## src/logic/mct_pkg.sv

```systemverilog
package mct_pkg;

   // ==========================================================
   // Timing
   localparam int unsigned CLK_HZ       = 200_000_000;
   localparam int unsigned TB_TOP_HZ    = 1_000_000;
   localparam int unsigned TB_FAST_HZ   = 5_000_000;
   localparam int unsigned TB_TOP_HALF  = CLK_HZ / (2 * TB_TOP_HZ);
   localparam int unsigned TB_FAST_HALF = CLK_HZ / (2 * TB_FAST_HZ);
   localparam int unsigned TB_LEVELS    = 5;
   localparam int unsigned TB_DECADE    = 10;
   localparam int unsigned CNT_W        = 16;
   localparam int unsigned N_FREQ_DIVIDER_OUTPUT       = 2;

   // ==========================================================
   // Register map
   localparam logic [11:0] CMD_OFS    = 12'h000;
   localparam logic [11:0] STATUS_OFS = 12'h004;
   localparam logic [11:0] FOUT0_OFS  = 12'h008;
   localparam logic [11:0] FOUT1_OFS  = 12'h00c;
   localparam logic [11:0] CNT_BASE   = 12'h040;
   localparam logic [11:0] CNT_STRIDE = 12'h010;
   localparam logic [3:0]  CFG_OFS    = 4'h0;
   localparam logic [3:0]  LOAD_OFS   = 4'h4;
   localparam logic [3:0]  HOLD_OFS   = 4'h8;
   localparam logic [3:0]  VALUE_OFS  = 4'hc;
   localparam int unsigned CMD_OP_LSB = 16;
   localparam int unsigned STAT_OUT_LSB = 16;

   // ==========================================================
   // Encodings
   localparam logic [3:0] GATE_NONE    = 4'h0;
   localparam logic [3:0] GATE_HIGH    = 4'h1;
   localparam logic [3:0] GATE_LOW     = 4'h2;
   localparam logic [3:0] GATE_RISE    = 4'h3;
   localparam logic [3:0] GATE_FALL    = 4'h4;
   localparam logic [3:0] GATE_TC_LO   = 4'h5;
   localparam logic [3:0] GATE_HI_UP   = 4'h6;
   localparam logic [3:0] GATE_HI_DN   = 4'h7;
   localparam logic [3:0] GATE_SPECIAL = 4'h8;

   localparam logic [3:0] SRC_CHAIN = 4'h0;
   localparam logic [3:0] SRC_TB1M  = 4'h1;
   localparam logic [3:0] SRC_TB100 = 4'h5;
   localparam logic [3:0] SRC_PIN   = 4'h6;
   localparam logic [3:0] SRC_GATE  = 4'h7;
   localparam logic [3:0] SRC_FAST  = 4'h8;

   localparam logic [1:0] IDLE_HIZ  = 2'h0;
   localparam logic [1:0] IDLE_LOW  = 2'h1;
   localparam logic [1:0] IDLE_HIGH = 2'h2;

   localparam logic [2:0] OP_ARM     = 3'h1;
   localparam logic [2:0] OP_DISARM  = 3'h2;
   localparam logic [2:0] OP_RESTART = 3'h3;
   localparam logic [2:0] OP_SAVE    = 3'h4;

   typedef struct packed {
      logic       reload;
      logic [1:0] idle;
      logic       inv;
      logic       toggle;
      logic       down;
      logic [3:0] src;
      logic       falling;
      logic [3:0] gate;
   } mct_cfg_s;

   typedef struct packed {
      logic       en;
      logic [4:0] src;
      logic [3:0] div;
   } mct_freq_divider_output_s;

   // ==========================================================
   // Reset values
   localparam mct_cfg_s  CFG_RST  = 15'h0000;
   localparam mct_freq_divider_output_s FREQ_DIVIDER_OUTPUT_RST = 10'h000;
   localparam logic [15:0] LOAD_RST = 16'h0000;

endpackage

```

## src/logic/mct_top.sv

```systemverilog
// Added by the designer: the address map and the AHB-Lite interface to the registers.
`timescale 1ns/1ps
module mct_top
   import mct_pkg::*;
#(
   parameter int unsigned N_CNT = 10
)
(
   input  wire logic              mclk,
   input  wire logic              arst_n,
   input  wire logic              hsel,
   input  wire logic [31:0]       haddr,
   input  wire logic [1:0]        htrans,
   input  wire logic              hwrite,
   input  wire logic [2:0]        hsize,
   input  wire logic [31:0]       hwdata,
   input  wire logic              hready,
   output logic      [31:0]       hrdata,
   output logic                   hreadyout,
   output logic                   hresp,
   input  wire logic [N_CNT-1:0]  src_pin,
   input  wire logic [N_CNT-1:0]  gate_pin,
   output logic      [N_CNT-1:0]  cnt_out_o,
   output logic      [N_CNT-1:0]  cnt_out_oe,
   output logic      [N_FREQ_DIVIDER_OUTPUT-1:0] freq_divider_output
);

   // ==========================================================
   // Pin synchronisers
   logic [N_CNT-1:0] src_s1_r, src_s2_r, gate_s1_r, gate_s2_r;

   always_ff @(posedge mclk or negedge arst_n)
   begin
      if (!arst_n)
      begin
         src_s1_r  <= '0;
         src_s2_r  <= '0;
         gate_s1_r <= '0;
         gate_s2_r <= '0;
      end
      else
      begin
         src_s1_r  <= src_pin;
         src_s2_r  <= src_s1_r;
         gate_s1_r <= gate_pin;
         gate_s2_r <= gate_s1_r;
      end
   end

   // ==========================================================
   // Internal timebases
   logic [7:0] base_cnt_r;
   logic [5:0] fast_cnt_r;
   logic       fast_lvl_r;
   logic       hp_en [TB_LEVELS];
   logic       tb_lvl_r [TB_LEVELS];

   assign hp_en[0] = (base_cnt_r == 8'(TB_TOP_HALF - 1));

   always_ff @(posedge mclk or negedge arst_n)
   begin
      if (!arst_n)
      begin
         base_cnt_r <= '0;
         fast_cnt_r <= '0;
         fast_lvl_r <= 1'b0;
      end
      else
      begin
         base_cnt_r <= hp_en[0] ? '0 : base_cnt_r + 8'h01;
         if (fast_cnt_r == 6'(TB_FAST_HALF - 1))
         begin
            fast_cnt_r <= '0;
            fast_lvl_r <= ~fast_lvl_r;
         end
         else
            fast_cnt_r <= fast_cnt_r + 6'h01;
      end
   end

   for (genvar k = 0; k < TB_LEVELS; k++)
   begin : g_tb
      logic [3:0] dec_r;
      always_ff @(posedge mclk or negedge arst_n)
      begin
         if (!arst_n)
         begin
            dec_r       <= '0;
            tb_lvl_r[k] <= 1'b0;
         end
         else if (hp_en[k])
         begin
            tb_lvl_r[k] <= ~tb_lvl_r[k];
            dec_r       <= (dec_r == 4'(TB_DECADE - 1)) ? '0 : dec_r + 4'h1;
         end
      end
      if (k < TB_LEVELS - 1)
      begin : g_nx
         assign hp_en[k+1] = hp_en[k] && (dec_r == 4'(TB_DECADE - 1));
      end
   end

   // ==========================================================
   // AHB-Lite slave: zero wait states, always OKAY
   logic        acc, dph_wr_r;
   logic [11:0] dph_addr_r;
   logic [31:0] rd_mux;
   logic        wr_cmd;
   logic [2:0]  cmd_op;
   mct_cfg_s    cfg_r [N_CNT];
   mct_freq_divider_output_s   freq_divider_output_r [N_FREQ_DIVIDER_OUTPUT];
   logic [15:0] load_r [N_CNT];
   logic [15:0] hold_r [N_CNT];
   logic [15:0] cnt_r [N_CNT];
   logic        armed_r [N_CNT];
   logic        tc_r [N_CNT];
   logic        o_lvl [N_CNT];

   assign acc    = hsel && htrans[1] && hready;
   assign wr_cmd = dph_wr_r && (dph_addr_r == CMD_OFS);
   assign cmd_op = hwdata[CMD_OP_LSB +: 3];

   always_ff @(posedge mclk or negedge arst_n)
   begin
      if (!arst_n)
      begin
         dph_wr_r   <= 1'b0;
         dph_addr_r <= '0;
         hrdata     <= '0;
         hreadyout  <= 1'b1;
         hresp      <= 1'b0;
      end
      else
      begin
         hreadyout <= 1'b1;
         hresp     <= 1'b0;
         dph_wr_r  <= acc && hwrite;
         if (acc)
            dph_addr_r <= haddr[11:0];
         if (acc && !hwrite)
            hrdata <= rd_mux;
      end
   end

   always_comb
   begin
      logic [11:0] blk;
      rd_mux = '0;
      blk    = '0;
      if (haddr[11:0] == STATUS_OFS)
         for (int i = 0; i < N_CNT; i++)
         begin
            rd_mux[i]                = armed_r[i];
            rd_mux[STAT_OUT_LSB + i] = cnt_out_o[i];
         end
      else if (haddr[11:0] == FOUT0_OFS)
         rd_mux[9:0] = freq_divider_output_r[0];
      else if (haddr[11:0] == FOUT1_OFS)
         rd_mux[9:0] = freq_divider_output_r[1];
      for (int i = 0; i < N_CNT; i++)
      begin
         blk = 12'(CNT_BASE + CNT_STRIDE * i);
         if (haddr[11:4] == blk[11:4])
            unique case (haddr[3:0])
               CFG_OFS:   rd_mux[14:0] = cfg_r[i];
               LOAD_OFS:  rd_mux[15:0] = load_r[i];
               HOLD_OFS:  rd_mux[15:0] = hold_r[i];
               VALUE_OFS: rd_mux[15:0] = cnt_r[i];
               default:   rd_mux = '0;
            endcase
      end
   end

   always_ff @(posedge mclk or negedge arst_n)
   begin
      if (!arst_n)
      begin
         freq_divider_output_r[0] <= FREQ_DIVIDER_OUTPUT_RST;
         freq_divider_output_r[1] <= FREQ_DIVIDER_OUTPUT_RST;
      end
      else if (dph_wr_r)
      begin
         if (dph_addr_r == FOUT0_OFS)
            freq_divider_output_r[0] <= mct_freq_divider_output_s'(hwdata[9:0]);
         if (dph_addr_r == FOUT1_OFS)
            freq_divider_output_r[1] <= mct_freq_divider_output_s'(hwdata[9:0]);
      end
   end

   // ==========================================================
   // Counters
   // identical counter slices
   for (genvar i = 0; i < N_CNT; i++)
   begin : g_cnt
      localparam int LO = (i == 0) ? N_CNT - 1 : i - 1;
      localparam int HI = (i == N_CNT - 1) ? 0 : i + 1;
      localparam logic [11:0] BLK = 12'(CNT_BASE + CNT_STRIDE * i);
      logic        src_lvl, src_prev_r, tick, g_new, gate_q_r, g_edge;
      logic        edge_mode, active, at_tc, cmd_hit, wr_here, run_r, tog_r;
      logic [1:0]  budget_r;
      logic [15:0] reload_val;
      mct_cfg_s    c;

      assign c       = cfg_r[i];
      assign wr_here = dph_wr_r && (dph_addr_r[11:4] == BLK[11:4]);
      assign cmd_hit = wr_cmd && hwdata[i];
      assign g_new   = gate_s2_r[i];

      always_ff @(posedge mclk or negedge arst_n)
      begin
         if (!arst_n)
         begin
            cfg_r[i]  <= CFG_RST;
            load_r[i] <= LOAD_RST;
         end
         else if (wr_here)
         begin
            if (dph_addr_r[3:0] == CFG_OFS)
               cfg_r[i] <= mct_cfg_s'(hwdata[14:0]);
            if (dph_addr_r[3:0] == LOAD_OFS)
               load_r[i] <= hwdata[15:0];
         end
      end

      // source select, chain via lower output
      always_comb
      begin
         unique case (c.src)
            SRC_CHAIN: src_lvl = cnt_out_o[LO];
            4'h1:      src_lvl = tb_lvl_r[0];
            4'h2:      src_lvl = tb_lvl_r[1];
            4'h3:      src_lvl = tb_lvl_r[2];
            4'h4:      src_lvl = tb_lvl_r[3];
            SRC_TB100: src_lvl = tb_lvl_r[4];
            SRC_PIN:   src_lvl = src_s2_r[i];
            SRC_GATE:  src_lvl = g_new;
            SRC_FAST:  src_lvl = fast_lvl_r;
            default:   src_lvl = 1'b0;
         endcase
      end

      assign tick = c.falling ? (src_prev_r & ~src_lvl) : (~src_prev_r & src_lvl);

      // gate edge seen between two timebase samples
      assign edge_mode = (c.gate == GATE_RISE) || (c.gate == GATE_FALL);
      assign g_edge    = (c.gate == GATE_RISE) ? (g_new & ~gate_q_r) : (~g_new & gate_q_r);

      assign at_tc = c.down ? (cnt_r[i] == 16'h0000) : (cnt_r[i] == 16'hffff);

      assign reload_val = (c.gate == GATE_SPECIAL && g_new) ? hold_r[i] : load_r[i];

      always_comb
      begin
         unique case (c.gate)
            GATE_HIGH:  active = g_new;
            GATE_LOW:   active = ~g_new;
            GATE_RISE,
            GATE_FALL:  active = run_r;
            GATE_TC_LO: active = tc_r[LO];
            GATE_HI_UP: active = gate_s2_r[HI];
            GATE_HI_DN: active = gate_s2_r[LO];
            GATE_NONE,
            GATE_SPECIAL: active = 1'b1;
            default:    active = 1'b0;
         endcase
      end

      always_ff @(posedge mclk or negedge arst_n)
      begin
         if (!arst_n)
         begin
            src_prev_r <= 1'b0;
            gate_q_r   <= 1'b0;
            armed_r[i] <= 1'b0;
            run_r      <= 1'b0;
            budget_r   <= '0;
            cnt_r[i]   <= '0;
            hold_r[i]  <= '0;
            tc_r[i]    <= 1'b0;
            tog_r      <= 1'b0;
         end
         else
         begin
            src_prev_r <= src_lvl;
            if (wr_here && dph_addr_r[3:0] == HOLD_OFS)
               hold_r[i] <= hwdata[15:0];
            if (cmd_hit)
            begin
               unique case (cmd_op)
                  OP_ARM:     armed_r[i] <= 1'b1;
                  OP_DISARM:  armed_r[i] <= 1'b0;
                  OP_RESTART:
                  begin
                     armed_r[i] <= 1'b1;
                     cnt_r[i]   <= load_r[i];
                     run_r      <= 1'b0;
                     tc_r[i]    <= 1'b0;
                     tog_r      <= 1'b0;
                  end
                  OP_SAVE:    hold_r[i] <= cnt_r[i];
                  default:    armed_r[i] <= armed_r[i];
               endcase
            end
            // gate acts on the timebase edge that samples it
            else if (armed_r[i] && tick)
            begin
               gate_q_r <= g_new;
               // invert on the edge after terminal count
               tog_r    <= tog_r ^ tc_r[i];
               tc_r[i]  <= active && at_tc;
               // retriggerable one-shot: one output cycle per gate edge
               if (edge_mode && g_edge)
               begin
                  run_r    <= 1'b1;
                  cnt_r[i] <= load_r[i];
                  budget_r <= c.toggle ? 2'd2 : 2'd1;
                  tc_r[i]  <= 1'b0;
               end
               else if (active)
               begin
                  if (at_tc && (c.reload || c.gate == GATE_SPECIAL))
                     cnt_r[i] <= reload_val;
                  else
                     cnt_r[i] <= c.down ? cnt_r[i] - 16'h0001 : cnt_r[i] + 16'h0001;
                  if (at_tc && edge_mode)
                  begin
                     budget_r <= budget_r - 2'd1;
                     if (budget_r == 2'd1)
                        run_r <= 1'b0;
                  end
               end
            end
         end
      end

      assign o_lvl[i] = (c.toggle ? tog_r : tc_r[i]) ^ c.inv;
   end

   always_ff @(posedge mclk or negedge arst_n)
   begin
      if (!arst_n)
      begin
         cnt_out_o  <= '0;
         cnt_out_oe <= '0;
      end
      else
         for (int i = 0; i < N_CNT; i++)
         begin
            if (armed_r[i])
            begin
               cnt_out_o[i]  <= o_lvl[i];
               cnt_out_oe[i] <= 1'b1;
            end
            else
            begin
               cnt_out_o[i]  <= (cfg_r[i].idle == IDLE_HIGH);
               cnt_out_oe[i] <= (cfg_r[i].idle != IDLE_HIZ);
            end
         end
   end

   // ==========================================================
   // Frequency outputs, no counter used
   logic       f_lvl [N_FREQ_DIVIDER_OUTPUT];
   logic       f_prev_r [N_FREQ_DIVIDER_OUTPUT];
   logic [3:0] f_cnt_r [N_FREQ_DIVIDER_OUTPUT];

   always_comb
   begin
      for (int f = 0; f < N_FREQ_DIVIDER_OUTPUT; f++)
      begin
         f_lvl[f] = 1'b0;
         for (int k = 0; k < TB_LEVELS; k++)
            if (freq_divider_output_r[f].src == 5'(k))
               f_lvl[f] = tb_lvl_r[k];
         for (int i = 0; i < N_CNT; i++)
         begin
            if (freq_divider_output_r[f].src == 5'(TB_LEVELS + i))
               f_lvl[f] = src_s2_r[i];
            if (freq_divider_output_r[f].src == 5'(TB_LEVELS + N_CNT + i))
               f_lvl[f] = gate_s2_r[i];
         end
      end
   end

   // toggling every div edges keeps 50 percent duty; div 0 means 16
   always_ff @(posedge mclk or negedge arst_n)
   begin
      if (!arst_n)
      begin
         freq_divider_output <= '0;
         for (int f = 0; f < N_FREQ_DIVIDER_OUTPUT; f++)
         begin
            f_prev_r[f] <= 1'b0;
            f_cnt_r[f]  <= '0;
         end
      end
      else
         for (int f = 0; f < N_FREQ_DIVIDER_OUTPUT; f++)
         begin
            f_prev_r[f] <= f_lvl[f];
            if (!freq_divider_output_r[f].en)
            begin
               freq_divider_output[f] <= 1'b0;
               f_cnt_r[f]             <= '0;
            end
            else if (f_lvl[f] && !f_prev_r[f])
            begin
               if (f_cnt_r[f] == freq_divider_output_r[f].div - 4'h1)
               begin
                  f_cnt_r[f]             <= '0;
                  freq_divider_output[f] <= ~freq_divider_output[f];
               end
               else
                  f_cnt_r[f] <= f_cnt_r[f] + 4'h1;
            end
         end
   end

endmodule

```

## config.mk

```make
export PLATFORM = sky130hd
export DESIGN_NAME = mct_top
export DESIGN_NICKNAME = d
export VERILOG_FILES = /design/src/logic/mct_pkg.sv /design/src/logic/mct_top.sv
export SDC_FILE = /design/constraint.sdc
export NUM_CORES = 2
export LEC_CHECK = 0
export BUFFER_PORTS_ARGS = -buffer_cell sky130_fd_sc_hd__buf_2
export CAP_MARGIN = 15
export CORE_ASPECT_RATIO = 1.1
export CORE_MARGIN = 5
export CORE_UTILIZATION = 54
export DETAILED_ROUTE_END_ITERATION = 10
export GPL_ROUTABILITY_DRIVEN = 0
export GPL_TIMING_DRIVEN = 1
export PLACE_DENSITY = 0.71
export SLEW_MARGIN = 20
export SYNTH_ARGS = -nofsm -noshare
export SYNTH_HDL_FRONTEND = slang
export SYNTH_SLANG_ARGS = --single-unit
```

## constraint.sdc

```tcl
create_clock -name mclk -period 5.4 [get_ports mclk]
set_input_delay 0.27 -clock mclk [delete_from_list [all_inputs] [get_ports mclk]]
set_output_delay 0.27 -clock mclk [all_outputs]
set_load 0.005 [all_outputs]
```

== Word-level counts from Yosys, hierarchy flattened ==
Cells that the tools add are included.
Operators by class
  add/subtract/negate cells: 40
  equal/unequal tests: 294
  mux-type cells: 454
  bitwise logic cells: 118
  reduce and logical (&&, ||, !) cells: 336
Operators with widths (number)
  two-way mux 16 bit: 119
  one-hot mux 15 bit (4 select lines): 10
  == test 4 x 3 -> 1 bit (second input constant): 82
  two-way mux 32 bit: 9
  two-way mux 1 bit: 227
  adder 16 x 1 -> 16 bit (second input constant): 10
  == test 16 bit (second input constant): 10
  == test 4 x 2 -> 1 bit (second input constant): 40
  zero test 16 bit: 10
  subtractor 16 x 1 -> 16 bit (second input constant): 10
  == test 4 bit (second input constant): 27
  AND reduction 2 bit: 54
  logical AND 1 bit: 101
  == test 8 x 4 -> 1 bit (second input constant): 12
  == test 5 bit (second input constant): 18
  one-hot mux 1 bit (9 select lines): 10
  nonzero test 3 bit: 30
  zero test 4 bit: 22
  nonzero test 2 bit: 41
  == test 4 x 1 -> 1 bit (second input constant): 20
  == test 5 x 4 -> 1 bit (second input constant): 16
  two-way mux 2 bit: 40
  one-hot mux 1 bit (7 select lines): 10
  == test 8 x 3 -> 1 bit (second input constant): 8
  other kinds (39): 306
Storage, ports and cells
  flip-flop bits (word level): 883
  bits of input ports: 94
  output and inout port bits: 56
  logic and storage cells: 1455

== Depth between registers and ports, before layout ==
  depth after elaboration: 29
  gate-level depth with buffers: 13
  mapped depth without buffers: 11

== Worst setup path after synthesis ==
No wires, ideal clock.
  kind: reg-to-reg
  start: register cfg_r[114] in the netlist's numbering
  end: register cnt_r[126] in the netlist's numbering
  setup time: 96 ps
  arrival time: 2931 ps
  data required time: 5304 ps
  setup slack: 2373 ps
  stages on the path, launching flop included: 11
  buffers on the path: 0
  clock period less this slack: 3027 ps
  path through: dfrtp_1 -> ha_1 -> nor2b_1 -> o31a_1 -> or4_1 -> a41o_1 -> a211o_1 -> a21o_1 -> a21oi_1 -> xor2_1 -> o31ai_1
On the way
  longest elaborated chain between the ends: 7
  elaborated cells between the ends (all ways): 8
  classes of those cells: mux (7); reduce/logical (1)
Ends and longest elaborated chain
  from (decl): line mct_top.sv:110  | mct_cfg_s cfg_r [N_CNT];
  from (signal, indexed assignment): line mct_top.sv:219  | cfg_r[i] <= mct_cfg_s'(hwdata[14:0]);
  two-way mux 1 bit: line mct_top.sv:248  | assign at_tc = c.down ? (cnt_r[i] == 16'h0000) : (cnt_r[i] == 16'hffff);
  logical AND 1 bit: line mct_top.sv:321  | if (at_tc && (c.reload || c.gate == GATE_SPECIAL))
  two-way mux 16 bit (*): line mct_top.sv:321
  two-way mux 16 bit (*): line mct_top.sv:319  | else if (active)
  two-way mux 16 bit (*): line mct_top.sv:312  | if (edge_mode && g_edge)
  two-way mux 16 bit (*): line mct_top.sv:305  | else if (armed_r[i] && tick)
  two-way mux 16 bit (*): line mct_top.sv:287  | if (cmd_hit)
  to (signal, indexed assignment): line mct_top.sv:315  | cnt_r[i] <= load_r[i];
  to (signal, indexed assignment): line mct_top.sv:322  | cnt_r[i] <= reload_val;
  to (signal, indexed assignment): line mct_top.sv:324  | cnt_r[i] <= c.down ? cnt_r[i] - 16'h0001 : cnt_r[i] + 16'h0001;
  to (decl): line mct_top.sv:114  | logic [15:0] cnt_r [N_CNT];
Mark *: on every way between the ends. The rest lies on a longest branch, timed or not. The select of a mux whose other input is x is not followed.
A chain may end at the register's enable or synchronous reset.

== Worst setup path in the final report ==
  start: register dph_addr_r[1]
  end: register cnt_r[5] in the netlist's numbering
On the way
  longest elaborated chain between the ends: 5
  elaborated cells between the ends (all ways): 8
  classes of those cells: eq/ne (1); mux (1); reduce/logical (6)
Ends and longest elaborated chain
  from (decl): line mct_top.sv:106  | logic [11:0] dph_addr_r;
  from (signal assigned): line mct_top.sv:139  | dph_addr_r <= haddr[11:0];
  zero test 12 bit (*): line mct_top.sv:120  | assign wr_cmd = dph_wr_r && (dph_addr_r == CMD_OFS);
  logical AND 1 bit (*): line mct_top.sv:120
  logical AND 1 bit (*): line mct_top.sv:206  | assign cmd_hit = wr_cmd && hwdata[i];
  inequality test 2 x 1 -> 1 bit (no line) (tied with other cells)
  AND reduction 3 bit (no line)
  to (signal, indexed assignment): line mct_top.sv:295  | cnt_r[i] <= load_r[i];
  to (signal, indexed assignment): line mct_top.sv:315
  to (signal, indexed assignment): line mct_top.sv:322
Mark *: on every way between the ends. The rest lies on a longest branch, timed or not.

==> run_results.csv <==
group,metric,value,unit
outcome,status,"finished, final reports clean",
finish,drive_above_1_share,17.1,%
finish,number_of_nets_in_the_layout,5801,
finish,final_design_area_no_fill,59800,µm²
timing,period_minus_slack,4.09,ns
clocking,cts_hold_repair.buffers,33,
placed_design,number_of_buffer_cells_added_on_primary_ports,104,
floorplanning,core_region_area,100000,µm²
synth,netlist_area,54200,µm²
synth,synth_flop_cell,"sky130_fd_sc_hd__dfrtp_1",
synth,syn_avg_cell_area,9.78,µm²
synth,synthCells,5546,
detailed_routing,drt_wl_total,187000,µm
clocking,clock_sinks,877,
floorplanning,die_h,342,µm
placed_design,placement.cell_area,55900,µm²
timing,period_utilization,75.7,%
clocking,postCtsSetupBuffers,0,
floorplanning,die-width,312,µm
grt,grt_antenna_before_repair,22,
hold_path,startpoint_of_the_tightest_hold_check_path,"hwdata[18]",
clocking,cts_root_buffer,"sky130_fd_sc_hd__clkbuf_16",
detailed_routing,ant_nets,0,
detailed_routing,detail_route.drc_violations,0,
timing,hold_viol,0,
grt,grt_pass1_vias,44600,
setup_path,crit_fanout,20,
floorplanning,fp-row-count,122,
setup_path,worstReg2RegStart,"dph_addr_r[1]",
floorplanning,floorplan.initialDensity,54.2,%
clocking,clk_path_buf_depth,3,
synth,cell_variety_after_synth,97,
clocking,cts_buffers,96,
detailed_routing,drt-pass1-iter-count,8,
detailed_routing,drt-vias-per-instance,6.75,
timing,tightest_slew,1.25,ns
clocking,tritoncts,"yes",
detailed_routing,vias,46800,
floorplanning,fp.dieArea,107000,µm²
timing,grt_setup_unrepaired,"no",
finish,layout-area-overhead-vs-synth,10.2,%
timing,upper_clock_frequency_limit,0.245,GHz
synth,yosysWarningCount,0,
grt,grtUsageTotal,34.3,%
synth,synthArstFlopShare,100,%
timing,setup_viol_count_final,0,
timing,timing.slew.headroom,16.4,%
clocking,htreeDepth,3,
setup_path,crit_path_start_kind,"register",
power,power_density,280,nW/µm²
setup_path,path_class,"register to register",
grt,grt_max_degree,157,
detailed_routing,initialDrtViolationCount,5613,
timing,slew_viol_final,0,
power,p_leak,26.4,nW
grt,global_route_wire_length_before_repair,282000,µm
hold_path,worstHoldPathType,"input port to register",
setup_path,worst_setup_path_start,"dph_addr_r[1]",
finish,utilization,59.7,%
setup_path,worst_endpoint_data_arrival_time,4.67,ns
synth,synth_sequential_area_ratio,40.5,%
power,irDropWorstVdd,0.279,mV
setup_path,timing.critical_path.to_type,"register",
finish,instances_no_fill,6939,
timing,setup-tns-final,0,ns
clocking,clk_latency,0.69,ns
timing,worst_clk_skew,0.0396,ns
clocking,clk_pin_slew_worst_paths,0.06,ns
grt,global_route.overflow_total,0,
synth,synth_edf_count,0,
placed_design,place.detailed.hpwl,128000,µm
synth,register_bit_total_from_synthesis,877,
job,maxCapViolations,0,
placed_design,place.detailed.instances,6712,
detailed_routing,wire_per_inst,27.0,µm
setup_path,timing.critical_path.required,5.98,ns
floorplanning,io_pins,150,
clocking,cts_resized,0,
logic make-up (layout without fill, tap and decap cells):
| family | count (synthesis) | in the layout | share of synthesized area, % |
|---|---|---|---|
| mux | 732 | 732 | 18.3 |
| compound gates | 1465 | 1465 | 16.7 |
| buf+inv | 465 | 532 | 3.49 |
| simple gates | 1677 | 1677 | 14.5 |
| xor+xnor | 162 | 162 | 2.62 |
| other cells | 2 | 26 | 0.0138 |
| fa+ha+maj | 166 | 166 | 3.97 |
| flops | 877 | 877 | 40.5 |
layout make-up:
| class | instances | area, µm² |
|---|---|---|
| fill | 8340 | 40400 |
| multi-input combinational | 4210 | 30500 |
| sequential | 877 | 21900 |
| clock buffer | 127 | 2730 |
| timing repair buffer | 234 | 1730 |
| tap | 1302 | 1630 |
| clock inverter | 49 | 709 |
| inverter | 122 | 458 |
| antenna | 18 | 45.0 |
cells in the final DEF, fill, tap and decap left out, types with 99 or more instances in the layout:
cell	count
sky130_fd_sc_hd__a21oi_1	400
sky130_fd_sc_hd__buf_2	101
sky130_fd_sc_hd__clkbuf_16	99
sky130_fd_sc_hd__dfrtp_1	877
sky130_fd_sc_hd__ha_1	156
sky130_fd_sc_hd__inv_1	122
sky130_fd_sc_hd__mux2_2	338
sky130_fd_sc_hd__mux2i_1	222
sky130_fd_sc_hd__mux4_2	172
sky130_fd_sc_hd__nand2_1	510
sky130_fd_sc_hd__nand3_1	105
sky130_fd_sc_hd__nor2_1	492
sky130_fd_sc_hd__nor3_1	125
sky130_fd_sc_hd__o21ai_0	412
state kept, by name (all words and copies together), names as in the netlist, 12 cells and up:
name                   cells
g_cnt.budget_r            20
cfg_r                    150
cnt_r                    160
g_tb.dec_r                16
hold_r                   160
load_r                   160
freq_divider_output_r     20
dph_addr_r                12
hrdata                    26
synthesized netlist by cell type, drive strengths merged, types with 22 or more instances:
master / instances / area share [%]
o211ai: 53 / 0.76
o21ai: 439 / 4.1
nand3b: 22 / 0.30
a22o: 37 / 0.60
nor4: 55 / 0.65
nand2b: 56 / 0.65
a21o: 46 / 0.64
o22ai: 92 / 1.1
and2: 39 / 0.45
clkbuf: 253 / 1.8
nand2: 513 / 3.6
ha: 156 / 3.6
nand4: 48 / 0.55
a31oi: 52 / 0.60
xnor2: 92 / 1.5
xor2: 70 / 1.1
a211oi: 40 / 0.55
nor3: 128 / 1.2
mux2i: 222 / 4.1
a21oi: 410 / 3.8
buf: 90 / 0.89
nor2: 506 / 3.5
dfrtp: 877 / 40
mux4: 172 / 7.1
o21a: 39 / 0.54
o31ai: 33 / 0.46
a22oi: 66 / 0.91
mux2: 338 / 7.0
nand3: 105 / 0.97
inv: 122 / 0.84
nor2b: 63 / 0.73
or3: 34 / 0.39
per-layer routing:
layer	up-vias	share of wire, %	global-route usage (%)
met4	10	8.0	22.2
li1	20500	-	-
met1	22900	37	44.1
met3	678	12	10.3
met5	-	0.060	0
met2	2727	43	50.7
critical path, cell delays in order (launching register included):
cell                       delay [ns]
sky130_fd_sc_hd__dfrtp_1         0.42
sky130_fd_sc_hd__or4_1           0.69
sky130_fd_sc_hd__nor4b_4         0.65
sky130_fd_sc_hd__buf_12          0.28
sky130_fd_sc_hd__nand2_1         0.13
sky130_fd_sc_hd__o211ai_2        0.18
sky130_fd_sc_hd__a21oi_1         0.16
sky130_fd_sc_hd__a21oi_2         0.74
sky130_fd_sc_hd__buf_4           0.35
sky130_fd_sc_hd__mux2_2          0.36
stage by stage:
step	power [mW]	setup WS [ns]	hold WS, ns
6_report	16.8	1.31	0.0284
5_1_grt	17.3	1.18	0.0687
4_1_cts	16.8	1.43	0.000695
3_5_place_dp	9.50	1.44	0.336
3_3_place_gp	9.45	1.53	0.333
2_1_floorplan	8.70	2.37	-0.0256
worst paths after layout:
path,slack [ns],depth (start not counted),endpoint
worst max-delay path,1.31,9,cnt_r[5]
worst min-delay path,0.03,3,armed_r[9]
worst max register to register,1.31,9,cnt_r[5]
worst min register to register,0.34,0,src_s2_r[9]
max in group asynchronous,3.73,3,src_s2_r[0]
min in group asynchronous,0.19,2,gate_s1_r[2]
where the power goes:
part	leakage, nW	switching (mW)	total (mW)	internal [mW]
logic	13.5	1.32	2.29	0.977
clock network	1.69	2.91	7.28	4.37
registers	11.2	0.387	7.19	6.80
Note: power is estimated with default switching activity, not from simulation.
